<file path="config.mk">
export PLATFORM = sky130hd
export DESIGN_NAME = tec_counter
export DESIGN_NICKNAME = d
export VERILOG_FILES = /design/src/core/tec_pkg.sv /design/src/core/tec_prescaler.sv /design/src/core/tec_counter.sv
export SDC_FILE = /design/constraint.sdc
export NUM_CORES = 1
export LEC_CHECK = 0
export ABC_AREA = 1
export BUFFER_PORTS_ARGS = -buffer_cell sky130_fd_sc_hd__buf_2
export CORE_MARGIN = 3
export CORE_UTILIZATION = 35
export CTS_CLUSTER_SIZE = 25
export DETAILED_ROUTE_END_ITERATION = 8
export MAX_ROUTING_LAYER = met4
export PLACE_DENSITY = 0.64
export SLEW_MARGIN = 5
export SYNTH_ARGS = -nofsm -noshare
export SYNTH_HDL_FRONTEND = slang
export SYNTH_HIERARCHICAL = 1
export SYNTH_SLANG_ARGS = --single-unit
</file>
<file path="constraint.sdc">
create_clock -name sys_clk -period 2.9 [get_ports sys_clk]
set_input_delay 0.29 -clock sys_clk [delete_from_list [all_inputs] [get_ports sys_clk]]
set_output_delay 0.29 -clock sys_clk [all_outputs]
set_load 0.1 [all_outputs]
</file>
<file path="src/core/tec_pkg.sv">
// shared constants and types for the event/capture counter
package tec_pkg;

    // ------------------------------------------------------------
    // timing
    // ------------------------------------------------------------
    localparam int SYS_CLK_PERIOD_NS = 25;
    localparam int TICK_MAX_NS = 409600; // slowest internal tick without the half option, code 000
    localparam int TICK_MIN_NS = 6400; // fastest internal tick, code 110
    localparam int TICK_MAX_CYC = TICK_MAX_NS / SYS_CLK_PERIOD_NS;
    localparam int TICK_MIN_CYC = TICK_MIN_NS / SYS_CLK_PERIOD_NS;

    // ------------------------------------------------------------
    // encodings and reset values
    // ------------------------------------------------------------
    localparam logic [2:0] SRC_EXT_PIN = 3'h7;
    localparam logic MODE_TIMER_EVENT = 1'b0;
    localparam logic MODE_CAPTURE = 1'b1;
    localparam logic [7:0] REG_A_RESET = 8'hff;
    localparam logic [7:0] REG_B_RESET = 8'hff;
    localparam logic [7:0] COUNT_ALL_ONES = 8'hff;
    localparam logic [7:0] COUNT_ZERO = 8'h00;

    // ------------------------------------------------------------
    // control word
    // ------------------------------------------------------------
    typedef struct packed {
        logic autoCaptureEnable;
        logic prescaleHalfSelect;
        logic [2:0] sourceClockSelect;
        logic modeSelect;
    } tec_ctrl_t;

    localparam tec_ctrl_t CTRL_RESET = '{1'b0, 1'b0, 3'h0, 1'b0};

endpackage : tec_pkg

</file>
<file path="src/core/tec_prescaler.sv">
// internal tick generator with seven selectable taps
module tec_prescaler #(
    parameter int MAX_CYC = tec_pkg::TICK_MAX_CYC
) (
    input wire logic sys_clk,
    input wire logic srst,
    input wire logic enable,
    input wire logic [2:0] sourceClockSelect,
    input wire logic prescaleHalfSelect,
    output logic tick
);
    import tec_pkg::*;

    localparam logic [17:0] MAX_W = 18'(MAX_CYC);

    logic [17:0] divCount_r;
    logic [17:0] divCount_nxt;
    logic tick_r;
    logic tick_nxt;
    logic [17:0] lastCount;

    // period halves per code step, doubles with the half option
    always_comb begin
        lastCount = ((MAX_W >> sourceClockSelect) << prescaleHalfSelect) - 18'h00001;
        divCount_nxt = divCount_r;
        tick_nxt = 1'b0;
        if (!enable) begin
            divCount_nxt = 18'h00000;
        end else if (divCount_r >= lastCount) begin
            divCount_nxt = 18'h00000;
            tick_nxt = 1'b1;
        end else begin
            divCount_nxt = divCount_r + 18'h00001;
        end
    end

    // registers
    always_ff @(posedge sys_clk) begin
        if (srst) begin
            divCount_r <= 18'h00000;
            tick_r <= 1'b0;
        end else begin
            divCount_r <= divCount_nxt;
            tick_r <= tick_nxt;
        end
    end

    assign tick = tick_r;

endmodule : tec_prescaler

</file>
<file path="src/core/tec_counter.sv">
// 8-bit timer, event counter and pulse capture unit
module tec_counter #(
    parameter int TICK_MAX_CYC = tec_pkg::TICK_MAX_CYC
) (
    input wire logic sys_clk,
    input wire logic srst,
    input wire logic ctrlWrEn,
    input wire tec_pkg::tec_ctrl_t ctrlWrData,
    input wire logic runWrEn,
    input wire logic runWrData,
    input wire logic stopModeEntry,
    input wire logic regAWrEn,
    input wire logic [7:0] regAWrData,
    input wire logic regARdStrobe,
    input wire logic eventInputPin,
    output tec_pkg::tec_ctrl_t ctrlStatus,
    output logic runStatus,
    output logic [7:0] compareCaptureRegA,
    output logic [7:0] captureRegB,
    output logic [7:0] counterValue,
    output logic captureSuspended,
    output logic counterIrq
);
    import tec_pkg::*;

    // ------------------------------------------------------------
    // declarations
    // ------------------------------------------------------------
    tec_ctrl_t ctrl_r;
    tec_ctrl_t ctrl_nxt;
    logic run_r;
    logic run_nxt;
    logic pinMeta_r;
    logic pinSync_r;
    logic pinPrev_r;
    logic [7:0] count_r;
    logic [7:0] count_nxt;
    logic [7:0] regA_r;
    logic [7:0] regA_nxt;
    logic [7:0] regB_r;
    logic [7:0] regB_nxt;
    logic suspend_r;
    logic suspend_nxt;
    logic irq_r;
    logic irq_nxt;
    logic tick;
    logic pinRise;
    logic pinFall;
    logic extClock;
    logic [7:0] countInc;

    // ------------------------------------------------------------
    // control and run bit
    // ------------------------------------------------------------

    // control word and run bit updates
    always_comb begin
        ctrl_nxt = ctrl_r;
        run_nxt = run_r;
        if (ctrlWrEn) begin
            ctrl_nxt = ctrlWrData;
        end
        if (runWrEn) begin
            run_nxt = runWrData;
        end
        if (stopModeEntry) begin
            run_nxt = 1'b0;
        end
    end

    // control registers
    always_ff @(posedge sys_clk) begin
        if (srst) begin
            ctrl_r <= CTRL_RESET;
            run_r <= 1'b0;
        end else begin
            ctrl_r <= ctrl_nxt;
            run_r <= run_nxt;
        end
    end

    // ------------------------------------------------------------
    // pin synchroniser and edge detect
    // ------------------------------------------------------------

    // two-stage sync, third stage for edges
    always_ff @(posedge sys_clk) begin
        if (srst) begin
            pinMeta_r <= 1'b0;
            pinSync_r <= 1'b0;
            pinPrev_r <= 1'b0;
        end else begin
            pinMeta_r <= eventInputPin;
            pinSync_r <= pinMeta_r;
            pinPrev_r <= pinSync_r;
        end
    end

    assign pinRise = pinSync_r & ~pinPrev_r;
    assign pinFall = ~pinSync_r & pinPrev_r;

    // ------------------------------------------------------------
    // tick source
    // ------------------------------------------------------------
    assign extClock = (ctrl_r.sourceClockSelect == SRC_EXT_PIN);

    tec_prescaler #(
        .MAX_CYC(TICK_MAX_CYC)
    ) prescaler (
        .sys_clk(sys_clk),
        .srst(srst),
        .enable(run_r & ~extClock),
        .sourceClockSelect(ctrl_r.sourceClockSelect),
        .prescaleHalfSelect(ctrl_r.prescaleHalfSelect),
        .tick(tick)
    );

    assign countInc = count_r + 8'h01;

    // ------------------------------------------------------------
    // counter, compare and capture
    // ------------------------------------------------------------

    // next count, register A/B, suspension and interrupt
    always_comb begin
        count_nxt = count_r;
        regA_nxt = regA_r;
        regB_nxt = regB_r;
        suspend_nxt = suspend_r;
        irq_nxt = 1'b0;
        if (regARdStrobe) begin
            suspend_nxt = 1'b0;
        end
        if (regAWrEn) begin
            regA_nxt = regAWrData;
        end
        if (!run_r) begin
            count_nxt = COUNT_ZERO;
            suspend_nxt = 1'b0;
        end else if (ctrl_r.modeSelect == MODE_TIMER_EVENT) begin
            if (extClock) begin
                if (pinRise) begin
                    count_nxt = countInc;
                end
                if (pinFall && (count_r == regA_r)) begin
                    count_nxt = COUNT_ZERO;
                    irq_nxt = 1'b1;
                end
            end else if (tick) begin
                if (countInc == regA_r) begin
                    count_nxt = COUNT_ZERO;
                    irq_nxt = 1'b1;
                end else begin
                    count_nxt = countInc;
                end
            end
            if (ctrl_r.autoCaptureEnable && (count_r != COUNT_ZERO)) begin
                regB_nxt = count_r;
            end
        end else begin
            if (pinFall && !suspend_r) begin
                regB_nxt = count_r;
            end
            if (pinRise && !suspend_r) begin
                regA_nxt = count_r;
                irq_nxt = 1'b1;
                count_nxt = COUNT_ZERO;
            end else if (tick) begin
                if (count_r == COUNT_ALL_ONES) begin
                    count_nxt = COUNT_ZERO;
                    if (!suspend_r) begin
                        irq_nxt = 1'b1;
                        regA_nxt = COUNT_ALL_ONES;
                        suspend_nxt = 1'b1;
                    end
                end else begin
                    count_nxt = countInc;
                end
            end
        end
    end

    // counter registers
    always_ff @(posedge sys_clk) begin
        if (srst) begin
            count_r <= COUNT_ZERO;
            regA_r <= REG_A_RESET;
            regB_r <= REG_B_RESET;
            suspend_r <= 1'b0;
            irq_r <= 1'b0;
        end else begin
            count_r <= count_nxt;
            regA_r <= regA_nxt;
            regB_r <= regB_nxt;
            suspend_r <= suspend_nxt;
            irq_r <= irq_nxt;
        end
    end

    // ------------------------------------------------------------
    // outputs
    // ------------------------------------------------------------
    assign ctrlStatus = ctrl_r;
    assign runStatus = run_r;
    assign compareCaptureRegA = regA_r;
    assign captureRegB = regB_r;
    assign counterValue = count_r;
    assign captureSuspended = suspend_r;
    assign counterIrq = irq_r;

endmodule : tec_counter

</file>
## After elaboration in Yosys (flattened, before gate mapping)

Index checks and enable logic that the tools add are counted.

| word-level totals | value |
|---|---|
| register bits | 55 |
| input bits | 23 |
| output and inout bits | 33 |
| logic and storage cells | 85 |

| cells by class | value |
|---|---|
| add/sub/neg operators | 3 |
| order comparisons | 1 |
| eq/ne operators | 7 |
| shift operators | 2 |
| muxes and demuxes | 35 |
| bitwise logic cells | 8 |
| reductions and logical operators | 14 |

Operator list:

| kind | count |
|---|---|
| $mux W8 | 19 |
| $add A18 B1 Y18 const B | 1 |
| $ge A18 B18 Y1 | 1 |
| $shl A18 B1 Y18 | 1 |
| $shr A15 B3 Y18 const A | 1 |
| $sub A18 B1 Y18 const B | 1 |
| $eq A8 B8 Y1 | 2 |
| $mux W1 | 16 |
| $add A8 B1 Y8 const B | 1 |
| $eq A8 B8 Y1 const B | 1 |
| $reduce_bool A8 Y1 | 1 |
| $reduce_and A3 Y1 | 2 |
| $reduce_or A2 Y1 | 3 |
| $not A1 Y1 | 5 |
| $logic_and A1 B1 Y1 | 4 |
| $ne A4 B3 Y1 const B | 1 |
| $and A1 B1 Y1 | 3 |
| $eq A3 B3 Y1 const B | 1 |
| $ne A3 B1 Y1 const B | 1 |
| $reduce_bool A3 Y1 | 1 |
| $reduce_or A3 Y1 | 1 |
| $ne A2 B1 Y1 const B | 1 |
| $reduce_bool A2 Y1 | 1 |
| $logic_not A1 Y1 | 1 |

## Longest topological paths before layout

| logic depth | value |
|---|---|
| depth after elaboration | 7 |
| depth in mapped cells | 18 |
| gate-level depth less buffers | 16 |

## Hierarchy

The synthesis kept the hierarchy.

By module, submodules not included:

| module | times used | cells an instance | area each (um2) | seq. area each (um2) |
|---|---|---|---|---|
| tec_counter | 1 | 328 | 2,188.3 | 720.7 |
| tec_prescaler | 1 | 215 | 1,428.9 | 380.4 |

## Worst setup path after synthesis

Ideal clock, no wire load.

| timing path | value |
|---|---|
| kind | reg-to-reg |
| start | reg ctrl_r (netlist bit ctrlStatus[2]) |
| end | reg prescaler.divCount_r[6] |
| setup time | 64 ps |
| arrival time | 3,165 ps |
| required time | 2,836 ps |
| setup slack | -329 ps |
| stages on the path, launching flop included | 18 |
| path buffers | 1 |
| clock period less this slack | 3,229 ps |
| cells stage by stage | dfxtp_1 -> inv_1 -> o31ai_1 -> o21ai_0 -> ha_1 -> nand3_1 -> nor2_4 -> nand2_1 -> nand2_1 -> nand2_1 -> inv_1 -> ha_1 -> a21oi_1 -> nand2_1 -> nand2_1 -> nand4_4 -> buf_6 -> nor2_1 |

| between the ends | value |
|---|---|
| longest elaborated chain between the ends | 5 |

RTL lines:

| what | RTL line | text |
|---|---|---|
| from (decl) | tec_counter.sv:29 | `tec_ctrl_t ctrl_r;` |
| from (signal assigned) | tec_counter.sv:77 | `ctrl_r <= ctrl_nxt;` |
| $shr A15 B3 Y18 / $eq A3 B3 Y1 (equally long branches) | tec_prescaler.sv:24, tec_counter.sv:105 |  |
| $shl A18 B1 Y18 / $not A1 Y1 (equally long branches) | tec_prescaler.sv:24, tec_counter.sv:112 |  |
| $sub A18 B1 Y18 / $and A1 B1 Y1 (equally long branches) | tec_prescaler.sv:24, tec_counter.sv:112 |  |
| $ge A18 B18 Y1 / $not A1 Y1 (equally long branches) | -- |  |
| $reduce_or A3 Y1 (no source line) * | -- |  |
| to (signal assigned) | tec_prescaler.sv:43 | `divCount_r <= divCount_nxt;` |
| to (decl) | tec_prescaler.sv:16 | `logic [17:0] divCount_r;` |

Every way passes the cells marked *; elsewhere a longest branch is shown, timed or not.
A chain may end at the register's enable or synchronous reset.

## Worst setup path after layout

| timing path | value |
|---|---|
| start | reg ctrl_r (netlist bit ctrlStatus[2]) |
| end | reg prescaler.divCount_r[0] |

The elaborated chain is that of the path after synthesis.

==> flow_metrics.env <==
export IMPL_power_leakage_uw=0.00182
export IMPL_fin_crit_sh_pct=91.0
export IMPL_io_buffers=55
export IMPL_fin_crit_ps=2640
export IMPL_fin_util_pct=41.2
export IMPL_synth_seq_cells=55
export IMPL_grt_pass1_vias=3566
export IMPL_synth_warnings=6
export IMPL_yosysSeqAreaShare_pct=30.4
export IMPL_cpMaxStageDelayCell="dfxtp_2"
export IMPL_syn_inst=543
export IMPL_cts_tree="built"
export IMPL_critPathRequiredTime_ps=3110
export IMPL_final_cell_mix="nand2_1, nor2_1, buf_2"
export IMPL_hold_worst_slack_ps=131
export IMPL_worstSetupStartpointType="flop"
export IMPL_crit_type="reg -> reg"
export IMPL_placement_rows=36
export IMPL_max_freq_ghz=0.379
export IMPL_synth_distinct_cells=40
export IMPL_worst_pin_slew_ps=704
export IMPL_hold_buffers=0
export IMPL_synth_compound_area_share_pct=8.44
export IMPL_crit_chain="inv_1 -> o31ai_1 -> o21ai_0 -> ha_1 -> nand3_1 -> nor2_4 -> nand3_1 -> nand2_1 -> ha_1 -> nand2_1 -> nor2_1 -> nor2b_1 -> nand2_2 -> nand4_4 -> nor2_1"
export IMPL_tns_ps=0
export IMPL_hold_path_class="in -> reg"
export IMPL_die_w_um=108
export IMPL_fin_skew_ps=17.0
export IMPL_critPathCaptureType="flop"
export IMPL_syn_nets=581
export IMPL_final_layout_size_suffix_gt1_share_pct=19.6
export IMPL_final_common_cell="nand2_1"
export IMPL_slew_violations=0
export IMPL_clock_power_share_pct=32.7
export IMPL_critPathMaxStageDelay_ps=410
export IMPL_drt_initial_drc_count=199
export IMPL_syn_area_per_cell_sq_um=6.66
export IMPL_dp_hpwl_um=6990
export IMPL_drv_cap=0
export IMPL_hold_violations=0
export IMPL_area_delta_synth_final_pct=12.9
export IMPL_ir_drop_uv=210
export IMPL_rsz0062_at_grt="no"
export IMPL_crit_path_end="prescaler/divCount_r[0]"
export IMPL_num_io_pins=56
export IMPL_rrSetupSlack_ps=260
export IMPL_grt_ovfl_total=0
export IMPL_yosys_area_share_simple_pct=40.7
export IMPL_die_h_um=108
export IMPL_reg2regPathDepth=15
export IMPL_critPathLaunch="ctrlStatus[2]"
export IMPL_gp_congestion=0.931
export IMPL_grt_max_degree=23
export IMPL_setup_viol=0
export IMPL_swShare_pct=32.1
export IMPL_vias=3559
export IMPL_wl_um=9120
export IMPL_wl_per_cell_um=12.5
export IMPL_h_tree_depth=2
export IMPL_cp_max_fo=9
export IMPL_max_slew_margin_rel_pct=53.0
export IMPL_status="finished clean"
export IMPL_muxShareOfSynthArea_pct=0
export IMPL_grt_first_pass_wirelength_um=15600
export IMPL_cts_sinks=55
export IMPL_die_area_sq_um=11600
export IMPL_switching_power_uw=526
export IMPL_synth_xor_area_share_pct=5.08
export IMPL_clkTransAtPathRegs_ps=110
export IMPL_fin_nets=630
export IMPL_timing_rr_start="ctrlStatus[2]"
export IMPL_core_area_sq_um=9910
export IMPL_antenna_found_initial=1
export IMPL_cts_root_buf="clkbuf_8"
export IMPL_postRouteAntennaNets=0
export IMPL_cts_made_buffers=5
export IMPL_drc=0
export IMPL_synth_top_family_by_area="simple AND/OR/NAND/NOR gates"
export IMPL_cp_data_arrival_time_ps=2840
export IMPL_p_int_uw=1110
export IMPL_combPwrFrac_pct=18.7
export IMPL_dr_pass1_iters=4
export IMPL_initial_utilization_pct=36.5
export IMPL_synth_adder_area_share_pct=5.19
export IMPL_timing_rr_end="prescaler/divCount_r[0]"
export IMPL_seq_power_share_pct=48.6
export IMPL_syn_area_sq_um=3620
export IMPL_grt_util_all_layers_pct=16.6
export IMPL_power_density_nw_per_um2=401
export IMPL_clockBufferDepth=2
export IMPL_vias_per_cell=4.90
export IMPL_worst_skew_pair_late_latency_ps=320
[timing repair]
item	in CTS	in global routing
setup endpoints to repair	0	18
resized for setup	0	2
endpoints found under the hold margin	0	0
setup buffers	0	0
[cell type report]
type                    count  area (sq um)
repair buffers             55           275
multi-input cells         412          2180
flip-flops and latches     55          1110
well taps                 133           166
diodes                      1          2.50
fillers                  1073          5820
clock buffers               5          68.8
inverters                  63           243
clock inverters             3          46.3
[per-stage QoR]
step / total power (uW) / cells / cell area, sq um / setup WS (ps)
after floorplan: 1060 / 543 / 3620 / 86.5
after global placement: 1110 / 717 / 3940 / 410
after detailed placement: 1120 / 717 / 3940 / 259
after CTS: 1660 / 725 / 4060 / 222
after global routing: 1720 / 727 / 4090 / 53.9
final: 1640 / 727 / 4090 / 262
[power groups by stage]
stage	Clock [uW]	Sequential [uW]	Combinational, uW
floorplan	0	910	145
CTS	554	797	306
global placement	0	813	296
detailed placement	0	814	304
finish	536	797	306
global route	577	801	340
[cells in the mapped netlist, drive strengths merged]
cell / count / area, sq um
nand3b: 2 / 15.0
a21oi: 25 / 129
nand4: 12 / 103
nor4: 1 / 6.26
xor2: 13 / 114
o21ai: 28 / 144
o21a: 1 / 7.51
a21boi: 1 / 11.3
nand2: 155 / 642
nor2b: 1 / 6.26
nor2: 81 / 337
ha: 15 / 188
nor3: 7 / 46.3
dfxtp: 55 / 1100
conb: 1 / 3.75
inv: 61 / 229
o31ai: 1 / 7.51
clkinv: 2 / 13.8
and3: 2 / 12.5
clkbuf: 3 / 11.3
nand3: 56 / 305
xnor2: 8 / 70.1
a31oi: 1 / 6.26
buf: 11 / 109
[sequential cells by signal, summed over array words and instances, names as in the netlist, 6 cells and up]
name / flops
prescaler/divCount_r: 18
captureRegB: 8
compareCaptureRegA: 8
counterValue: 8
ctrlStatus: 6
[kinds of logic after synthesis]
group / Yosys count
XOR/XNOR: 21
buffers and inverters: 77
AND/OR/NAND/NOR: 317
flip-flops: 55
AO/OA/AOI/OAI: 57
adder cells (fa/ha/maj): 15
other: 1
[metal layers]
layer	wire, um	GRT usage (%)	up-vias
met5	0	-	-
met4	124	4.96	0
met3	338	2.88	12
met2	4710	30.3	75
met1	3940	18.4	1638
li1	-	-	1834
[worst min path at each step]
stage | endpoint | depth (start not counted) | from | slack, ps
2_1_floorplan | pinMeta_r | 1 | srst | 360
3_3_place_gp | pinSync_r | 2 | pinMeta_r | 390
3_5_place_dp | pinSync_r | 2 | pinMeta_r | 400
4_1_cts | runStatus | 2 | stopModeEntry | 120
5_1_grt | runStatus | 2 | stopModeEntry | 120
6_report | runStatus | 2 | stopModeEntry | 130
[critical path, delay by kind of cell (launching register included)]
| kind | cells | cell delay (ps) |
|---|---|---|
| AND/OR/NAND/NOR | 10 | 1070 |
| adder cells (fa/ha/maj) | 2 | 520 |
| AO/OA/AOI/OAI | 2 | 420 |
| flip-flops | 1 | 410 |
| buffers and inverters | 1 | 120 |
Note: power is estimated with default switching activity, not from simulation.
